`config.mk`:
```
export PLATFORM = sky130hd
export DESIGN_NAME = msa_measurement_start_arming
export DESIGN_NICKNAME = d
export VERILOG_FILES = /design/src/msa_pkg.sv /design/src/msa_down_counter.sv /design/src/msa_measurement_start_arming.sv
export VERILOG_INCLUDE_DIRS = /design/src
export SDC_FILE = /design/constraint.sdc
export NUM_CORES = 1
export LEC_CHECK = 0
export ABC_CLOCK_PERIOD_IN_PS = 3320
export BUFFER_PORTS_ARGS = -buffer_cell sky130_fd_sc_hd__buf_2
export CAP_MARGIN = 20
export CORE_ASPECT_RATIO = 1.25
export CORE_MARGIN = 2
export CORE_UTILIZATION = 45
export CTS_CLUSTER_SIZE = 20
export DETAILED_ROUTE_END_ITERATION = 10
export PLACE_DENSITY = 0.63
export SLEW_MARGIN = 20
export SYNTH_ARGS = -nofsm -noshare
export SYNTH_HDL_FRONTEND = slang
export SYNTH_SLANG_ARGS = --single-unit
```
`constraint.sdc`:
```
create_clock -name pclk -period 3.32 [get_ports pclk]
set_input_delay 0.498 -clock pclk [delete_from_list [all_inputs] [get_ports pclk]]
set_output_delay 0.498 -clock pclk [all_outputs]
set_load 0.005 [all_outputs]
```
`src/msa_defines.svh`:
```
// constants for the measurement start-arming block
`ifndef MSA_DEFINES_SVH
`define MSA_DEFINES_SVH

`define MSA_CNT_W         24
`define MSA_ADDR_W        8
`define MSA_DATA_W        32
`define MSA_WIDTH_W       32

`define MSA_OFS_CTRL      8'h00
`define MSA_OFS_TDLY      8'h04
`define MSA_OFS_EDLY      8'h08
`define MSA_OFS_MTIME     8'h0C
`define MSA_OFS_STATUS    8'h10
`define MSA_OFS_WIDTH     8'h14

`define MSA_CTRL_W        7
`define MSA_ST_ARMED_BIT  3
`define MSA_ST_GATE_BIT   4

`define MSA_RST_CTRL      7'h00
`define MSA_RST_TDLY      24'h00_0002
`define MSA_RST_EDLY      24'h00_0002
`define MSA_RST_MTIME     24'h00_0000

`define MSA_CLK_PERIOD_NS 40
`define MSA_STEP_NS       100
`define MSA_TICK_INC      4'(`MSA_CLK_PERIOD_NS / 20)
`define MSA_TICK_MOD      4'(`MSA_STEP_NS / 20)
`define MSA_TDLY_MIN_NS   200
`define MSA_TDLY_MIN      24'(`MSA_TDLY_MIN_NS / `MSA_STEP_NS)
`define MSA_EDLY_MIN      24'h00_0002
`define MSA_IDLE_MIN_NS   3000000
`define MSA_IDLE_MIN      24'(`MSA_IDLE_MIN_NS / `MSA_STEP_NS)

`endif

```
`src/msa_pkg.sv`:
```
// types shared by the start-arming block
`default_nettype none
package msa_pkg;
	`include "msa_defines.svh"

	typedef enum logic [1:0] {
		MSA_ARM_OFF   = 2'h0,
		MSA_ARM_NODLY = 2'h1,
		MSA_ARM_TIME  = 2'h2,
		MSA_ARM_EVENT = 2'h3
	} msa_mode_type;

	typedef struct packed {
		logic         route;
		logic         meas_neg;
		logic         arm_trail;
		logic         arm_aux;
		msa_mode_type mode;
		logic         enable;
	} msa_cfg_type;

	typedef struct packed {
		logic arm_in;
		logic aux_in;
		logic meas_in;
	} msa_sig_type;

	typedef enum logic [2:0] {
		MSA_ST_OFF   = 3'h0,
		MSA_ST_WAIT  = 3'h1,
		MSA_ST_DELAY = 3'h3,
		MSA_ST_ARMED = 3'h2,
		MSA_ST_GATE  = 3'h6,
		MSA_ST_PACE  = 3'h7
	} msa_state_type;
endpackage
`default_nettype wire

```
`src/msa_down_counter.sv`:
```
// loadable down counter for arming delay and measurement pacing
`default_nettype none
module msa_down_counter #(
	parameter int W = 24
) (
	input  wire logic         pclk,
	input  wire logic         presetn,
	input  wire logic         ce,
	input  wire logic         load,
	input  wire logic [W-1:0] load_val,
	input  wire logic         dec,
	output logic              zero
);
	logic [W-1:0] cnt_q;
	logic [W-1:0] cnt_d;

	always_comb begin
		cnt_d = cnt_q;
		if (load) begin
			cnt_d = load_val;
		end else if (dec && cnt_q != '0) begin
			cnt_d = cnt_q - W'(1);
		end
	end

	always_ff @(posedge pclk or negedge presetn) begin
		if (!presetn) begin
			cnt_q <= '0;
		end else if (ce) begin
			cnt_q <= cnt_d;
		end
	end

	assign zero = (cnt_q == '0);
endmodule
`default_nettype wire

```
`src/msa_measurement_start_arming.sv`:
```
// start-arming, gating and pacing logic with its apb register file
//
// The APB slave port and the address map are this design's own decisions.
`default_nettype none
`include "msa_defines.svh"

module msa_measurement_start_arming
	import msa_pkg::*;
(
	input  wire logic                     pclk,
	input  wire logic                     presetn,
	input  wire logic                     ce,
	input  wire logic                     psel,
	input  wire logic                     penable,
	input  wire logic                     pwrite,
	input  wire logic [`MSA_ADDR_W-1:0]   paddr,
	input  wire logic [`MSA_DATA_W-1:0]   pwdata,
	output logic      [`MSA_DATA_W-1:0]   prdata,
	output logic                          pready,
	output logic                          pslverr,
	input  wire msa_pkg::msa_sig_type     sig_in,
	output logic                          gate_mon,
	output logic                          armed
);
	import msa_pkg::*;

	function automatic logic [`MSA_CNT_W-1:0] at_least(
		input logic [`MSA_CNT_W-1:0] v,
		input logic [`MSA_CNT_W-1:0] m
	);
		at_least = (v < m) ? m : v;
	endfunction

	function automatic logic edge_of(
		input logic prev,
		input logic cur,
		input logic falling
	);
		edge_of = falling ? (prev && !cur) : (!prev && cur);
	endfunction

	function automatic logic is_mapped(
		input logic [`MSA_ADDR_W-1:0] a
	);
		case (a)
			`MSA_OFS_CTRL, `MSA_OFS_TDLY, `MSA_OFS_EDLY,
			`MSA_OFS_MTIME, `MSA_OFS_STATUS, `MSA_OFS_WIDTH: begin
				is_mapped = 1'b1;
			end
			default: begin
				is_mapped = 1'b0;
			end
		endcase
	endfunction

	// registers
	msa_cfg_type             cfg_q, cfg_d;
	logic [`MSA_CNT_W-1:0]   tdly_q, tdly_d;
	logic [`MSA_CNT_W-1:0]   edly_q, edly_d;
	logic [`MSA_CNT_W-1:0]   mtime_q, mtime_d;
	logic [`MSA_DATA_W-1:0]  prdata_q, prdata_d;
	logic                    pready_q, pready_d;
	logic                    pslverr_q, pslverr_d;

	// measurement control
	msa_state_type           state_q, state_d;
	msa_sig_type             prev_q;
	logic [3:0]              acc_q, acc_d;
	logic [`MSA_WIDTH_W-1:0] width_q, width_d;
	logic                    gate_q, gate_d;
	logic                    armed_q, armed_d;

	logic [3:0]              acc_sum;
	logic                    tick;
	logic                    aux_now, aux_prev;
	logic                    arm_now, arm_prev;
	logic                    arm_edge, aux_evt;
	logic                    start_edge, stop_edge;
	logic                    cnt_load, cnt_dec, cnt_zero;
	logic [`MSA_CNT_W-1:0]   cnt_val;
	logic                    hit, wr, mapped;

	// fractional step timebase: 100 ns is 2.5 clocks
	// the first step after a load may run short by one tick
	always_comb begin
		acc_sum = acc_q + `MSA_TICK_INC;
		tick    = (acc_sum >= `MSA_TICK_MOD);
		acc_d   = tick ? acc_sum - `MSA_TICK_MOD : acc_sum;
	end

	// input routing and edge detection
	always_comb begin
		aux_now  = cfg_q.route ? sig_in.meas_in : sig_in.aux_in;
		aux_prev = cfg_q.route ? prev_q.meas_in : prev_q.aux_in;
		arm_now  = cfg_q.arm_aux ? aux_now : sig_in.arm_in;
		arm_prev = cfg_q.arm_aux ? aux_prev : prev_q.arm_in;
		arm_edge = edge_of(arm_prev, arm_now, cfg_q.arm_trail);
		aux_evt  = edge_of(aux_prev, aux_now,
			cfg_q.route && cfg_q.meas_neg);
		start_edge = edge_of(prev_q.meas_in, sig_in.meas_in,
			cfg_q.meas_neg);
		stop_edge  = edge_of(prev_q.meas_in, sig_in.meas_in,
			!cfg_q.meas_neg);
	end

	// arming state machine
	always_comb begin
		state_d  = state_q;
		cnt_load = 1'b0;
		cnt_val  = '0;
		cnt_dec  = 1'b0;
		width_d  = width_q;
		case (state_q)
			MSA_ST_OFF: begin
				if (cfg_q.mode == MSA_ARM_OFF) begin
					state_d = MSA_ST_ARMED;
				end else begin
					state_d = MSA_ST_WAIT;
				end
			end
			MSA_ST_WAIT: begin
				// only edges seen here count, earlier ones are dropped
				if (arm_edge) begin
					case (cfg_q.mode)
						MSA_ARM_TIME: begin
							cnt_load = 1'b1;
							cnt_val  = at_least(tdly_q, `MSA_TDLY_MIN);
							state_d  = MSA_ST_DELAY;
						end
						MSA_ARM_EVENT: begin
							cnt_load = 1'b1;
							cnt_val  = at_least(edly_q, `MSA_EDLY_MIN);
							state_d  = MSA_ST_DELAY;
						end
						default: begin
							// no delay: armed at the selected edge
							state_d = MSA_ST_ARMED;
						end
					endcase
				end
			end
			MSA_ST_DELAY: begin
				if (cfg_q.mode == MSA_ARM_EVENT) begin
					cnt_dec = aux_evt;
				end else begin
					cnt_dec = tick;
				end
				if (cnt_zero) begin
					state_d = MSA_ST_ARMED;
				end
			end
			MSA_ST_ARMED: begin
				if (start_edge) begin
					state_d = MSA_ST_GATE;
					// width restarts with each gate
					width_d = '0;
				end
			end
			MSA_ST_GATE: begin
				// the preset time plays no part in the interval itself
				// saturates instead of wrapping
				if (width_q != '1) begin
					width_d = width_q + `MSA_WIDTH_W'(1);
				end
				if (stop_edge) begin
					cnt_load = 1'b1;
					cnt_val  = at_least(mtime_q, `MSA_IDLE_MIN);
					state_d  = MSA_ST_PACE;
				end
			end
			MSA_ST_PACE: begin
				cnt_dec = tick;
				if (cnt_zero) begin
					if (cfg_q.mode == MSA_ARM_OFF) begin
						state_d = MSA_ST_ARMED;
					end else begin
						state_d = MSA_ST_WAIT;
					end
				end
			end
			default: begin
				state_d = MSA_ST_OFF;
			end
		endcase
		// disabling wins over any pending arm or gate
		if (!cfg_q.enable) begin
			state_d  = MSA_ST_OFF;
			cnt_load = 1'b0;
			cnt_dec  = 1'b0;
		end
		// decoded from state_d so each flop tracks state_q
		gate_d  = (state_d == MSA_ST_GATE);
		armed_d = (state_d == MSA_ST_ARMED);
	end

	// one counter serves delay and pacing, which never overlap
	msa_down_counter #(
		.W(`MSA_CNT_W)
	) u_cnt (
		.pclk     (pclk),
		.presetn  (presetn),
		.ce       (ce),
		.load     (cnt_load),
		.load_val (cnt_val),
		.dec      (cnt_dec),
		.zero     (cnt_zero)
	);

	always_ff @(posedge pclk or negedge presetn) begin
		if (!presetn) begin
			state_q <= MSA_ST_OFF;
			prev_q  <= '0;
			acc_q   <= '0;
			width_q <= '0;
			gate_q  <= 1'b0;
			armed_q <= 1'b0;
		end else if (ce) begin
			state_q <= state_d;
			prev_q  <= sig_in;
			acc_q   <= acc_d;
			width_q <= width_d;
			gate_q  <= gate_d;
			armed_q <= armed_d;
		end
	end

	// apb slave: one wait state, so read data comes out of a register
	always_comb begin
		hit    = psel && penable;
		wr     = hit && pready_q && pwrite;
		mapped = is_mapped(paddr);
		pready_d  = hit && !pready_q;
		pslverr_d = hit && !pready_q && !mapped;
		prdata_d  = '0;
		if (hit && !pready_q && !pwrite) begin
			case (paddr)
				`MSA_OFS_CTRL:   prdata_d = `MSA_DATA_W'(cfg_q);
				`MSA_OFS_TDLY:   prdata_d = `MSA_DATA_W'(tdly_q);
				`MSA_OFS_EDLY:   prdata_d = `MSA_DATA_W'(edly_q);
				`MSA_OFS_MTIME:  prdata_d = `MSA_DATA_W'(mtime_q);
				`MSA_OFS_STATUS: prdata_d = `MSA_DATA_W'({gate_q, armed_q,
					state_q});
				`MSA_OFS_WIDTH:  prdata_d = width_q;
				default:         prdata_d = '0;
			endcase
		end
		cfg_d   = cfg_q;
		tdly_d  = tdly_q;
		edly_d  = edly_q;
		mtime_d = mtime_q;
		if (wr) begin
			case (paddr)
				`MSA_OFS_CTRL:  cfg_d   = msa_cfg_type'(
					pwdata[`MSA_CTRL_W-1:0]);
				`MSA_OFS_TDLY:  tdly_d  = pwdata[`MSA_CNT_W-1:0];
				`MSA_OFS_EDLY:  edly_d  = pwdata[`MSA_CNT_W-1:0];
				`MSA_OFS_MTIME: mtime_d = pwdata[`MSA_CNT_W-1:0];
				default: begin
					// status and width are read only
				end
			endcase
		end
	end

	always_ff @(posedge pclk or negedge presetn) begin
		if (!presetn) begin
			cfg_q     <= msa_cfg_type'(`MSA_RST_CTRL);
			tdly_q    <= `MSA_RST_TDLY;
			edly_q    <= `MSA_RST_EDLY;
			mtime_q   <= `MSA_RST_MTIME;
			prdata_q  <= '0;
			pready_q  <= 1'b0;
			pslverr_q <= 1'b0;
		end else if (ce) begin
			cfg_q     <= cfg_d;
			tdly_q    <= tdly_d;
			edly_q    <= edly_d;
			mtime_q   <= mtime_d;
			prdata_q  <= prdata_d;
			pready_q  <= pready_d;
			pslverr_q <= pslverr_d;
		end
	end

	assign prdata   = prdata_q;
	assign pready   = pready_q;
	assign pslverr  = pslverr_q;
	assign gate_mon = gate_q;
	assign armed    = armed_q;
endmodule
`default_nettype wire

```
==> flow_metrics.tcl <==
set metrics [dict create \
    yosysSeqAreaShare_pct 46.48 \
    p_leak_nw 5.115 \
    critical_path.startpoint "acc_q[1]$_DFFE_PN0P_" \
    track_usage_pct 24.75 \
    core-area_sq_um 21400 \
    path_max_fanout 19 \
    drive_above_1_share_pct 24.20 \
    hold_slack_ns 0.06534 \
    synthCells 942 \
    drc 0 \
    antenna_found_initial 0 \
    gp_congestion 0.9047 \
    crit_cells 8 \
    grt_max_degree 73 \
    fin_ws_ns 0.2511 \
    setup_tns_ns 0 \
    start_kind "flip-flop" \
    rrSetupSlack_ns 0.25 \
    overflow 0 \
    cts_setup_buffers 0 \
    outcome "finished, final reports clean" \
    worstSetupPathType "flip-flop to flip-flop" \
    placed_area_sq_um 10540 \
    drtIter0Drc 716 \
    clk_path_buf_depth 2 \
    synth.distinct_cells 67 \
    start_util_pct 45.57 \
    rr_worst_depth 8 \
    ir_drop_v 0.0003728 \
    dieArea_sq_um 22870 \
    h-tree-depth 4 \
    synthArstFlopShare_pct 100.0 \
    end_kind "flip-flop" \
    via_per_inst 6.102 \
    min_path_type "input port to async pin" \
    cts_tree "done" \
    crit_family "compound AO/OA/AOI/OAI gates" \
    grt_first_pass_wirelength_um 43860 \
    cap_violations 0 \
    critPathArrivalTime_ns 3.40 \
    worst_slew_pin_slew_ns 0.8858 \
    cp_slowest_cell "o31a_1" \
    netlist_area_sq_um 9749 \
    slew_viol_final 0 \
    synth_seq_cells 181 \
    r2r-end "u_cnt.cnt_q[13]$_DFFE_PN0P_" \
    clkLatencyLatePin_ns 0.44 \
    path_cells "ha_1 > xor2_1 > o21ba_2 > and2_1 > nor4_4 > o31a_1 > o21ai_0 > a22o_1" \
    slowest_delay_ns 0.65 \
    critPathRequiredTime_ns 3.65 \
    cts_buffers 17 \
    r2r-start "acc_q[1]$_DFFE_PN0P_" \
    nets 1073 \
    rsz0062_at_grt "no" \
    p_per_area_nw_per_um2 428.2 \
    syn-num-nets 999 \
    finalNonFillerCells 1308 \
    root_buffer "clkbuf_16" \
    die_y_um 168.6 \
    die_x_um 135.7 \
    slew-limit-headroom_pct 40.95 \
    boundaryPins 85 \
    detail_route.wl_per_cell_um 20.88 \
    critPathBufInv 0 \
    clkSlewWorstSetupHoldPaths_ns 0.07 \
    syn_area_per_cell_sq_um 10.35 \
    hpwl_um 19810 \
    placed_cells 1276 \
    grt_pass1_vias 7802 \
    drt-total-wl_um 27310 \
    yosys_warnings 0 \
    synthFlopType "dfrtp_1" \
    place_ws_ns 0.007827 \
    finalSetupViolations 0 \
    syn2layout_area_growth_pct 14.43 \
    n_antenna_cell 0 \
    dr.pass1.iters 5 \
    synth_edf_count 0 \
    stdcell_area_sq_um 11160 \
    num_vias 7982 \
    min_period_ns 3.069 \
    maxClockFrequency_mhz 325.8 \
    port_buffers 76 \
    cts_sinks 181 \
    rows 60 \
    skew_ns 0.006455 \
    drtAntennaViolNets 0 \
    fin_crit_sh_pct 92.44 \
    final_hold_viol_count 0 \
]
[metrics by stage]
stage	total power [mW]	util [%]
after detailed placement	2.711	49.25
final	4.777	52.14
after global routing	4.953	52.14
after CTS	4.811	52.10
after floorplan	2.551	-
after global placement	2.699	49.25
[logic make-up (layout without fill, tap and decap cells)]
kind of cell | after synthesis | count (layout) | synth area share, %
compound gates | 262 | 262 | 18.88
xor+xnor | 13 | 13 | 1.168
fa+ha+maj | 8 | 8 | 1.027
buf+inv | 76 | 163 | 3.414
flops | 181 | 181 | 46.48
mux | 123 | 123 | 13.90
simple gates | 279 | 279 | 15.13
[what timing repair did]
item,in CTS,in global routing
endpoints found under the hold margin,0,0
gates resized for setup,0,1
endpoints found under the setup margin,0,10
hold buffers,0,0
[sequential cells by signal (all words and copies together), names as in the netlist, 3 cells and up]
| name | count |
|---|---|
| acc_q | 4 |
| cfg_q | 7 |
| edly_q | 24 |
| mtime_q | 24 |
| prdata | 32 |
| prev_q | 3 |
| state_q | 3 |
| tdly_q | 24 |
| u_cnt.cnt_q | 24 |
| width_q | 32 |
[area by class of cell]
cell class / count / area [sq um]
inverter: 19 / 71.32
fill: 1952 / 10240
sequential: 181 / 4532
clock buffer: 20 / 456.7
timing repair buffer: 112 / 694.4
multi-input combinational: 685 / 4900
tap: 279 / 349.1
clock inverter: 12 / 152.6
[synthesized netlist by cell type, drive strengths merged, types with 6 or more instances]
master	instances	area share (%)
mux2	89	10
nand4	15	0.96
or3	8	0.53
and2	10	0.64
a21o	16	1.2
and3	19	1.2
nor4	17	1.2
a21oi	41	2.1
nand3b	6	0.46
o2bb2ai	18	1.6
o21ai	62	3.2
nor2	51	2.0
a211oi	6	0.46
nand3	20	1.0
a22oi	30	2.3
buf	20	1.3
mux2i	33	3.4
inv	19	0.73
nor3	37	2.0
nand2	64	2.5
a221oi	11	0.99
xor2	6	0.54
a22o	33	3.0
ha	8	1.0
nor3b	8	0.73
xnor2	7	0.63
clkbuf	37	1.4
dfrtp	179	46
[how the worst max path moves through the flow]
stage	end	slack [ns]
floorplan	edly_q[13]$_DFFE_PN0P_	0.55
global placement	u_cnt.cnt_q[21]$_DFFE_PN0P_	0.06
detailed placement	u_cnt.cnt_q[21]$_DFFE_PN0P_	0.008
CTS	u_cnt.cnt_q[13]$_DFFE_PN0P_	0.001
global route	u_cnt.cnt_q[21]$_DFFE_PN0P_	0.02
finish	u_cnt.cnt_q[13]$_DFFE_PN0P_	0.25
[metal layers]
layer / GRT usage (%) / vias to the layer above / wire [um]
met3: 4.313 / 46 / 1581
met2: 40.12 / 267 / 13080
met1: 34.05 / 3964 / 12030
met4: 7.337 / 0 / 623
li1: - / 3705 / -
met5: 0 / - / 0
[report_power, final]
| group | switching (mW) | leakage, nW | internal [mW] |
|---|---|---|---|
| sequential | 0.0412 | 2.48 | 2.24 |
| combinational | 0.227 | 2.33 | 0.157 |
| clock | 0.884 | 0.300 | 1.22 |
| total | 1.15 | 5.11 | 3.62 |
[layout by cell type, fill, tap and decap left out, types with 18 or more instances in the layout]
master	synthesis	layout
mux2_2	89	89
inv_1	19	19
a22oi_1	30	30
and3_1	19	19
nand3_1	20	20
buf_4	2	33
nand2_1	64	64
nor3_1	36	36
o21ai_0	61	61
a22o_1	33	33
a21oi_1	41	41
buf_2	11	75
nor2_1	51	51
o2bb2ai_1	18	18
mux2i_1	33	33
dfrtp_1	179	179
Note: power is estimated with default switching activity, not from simulation.
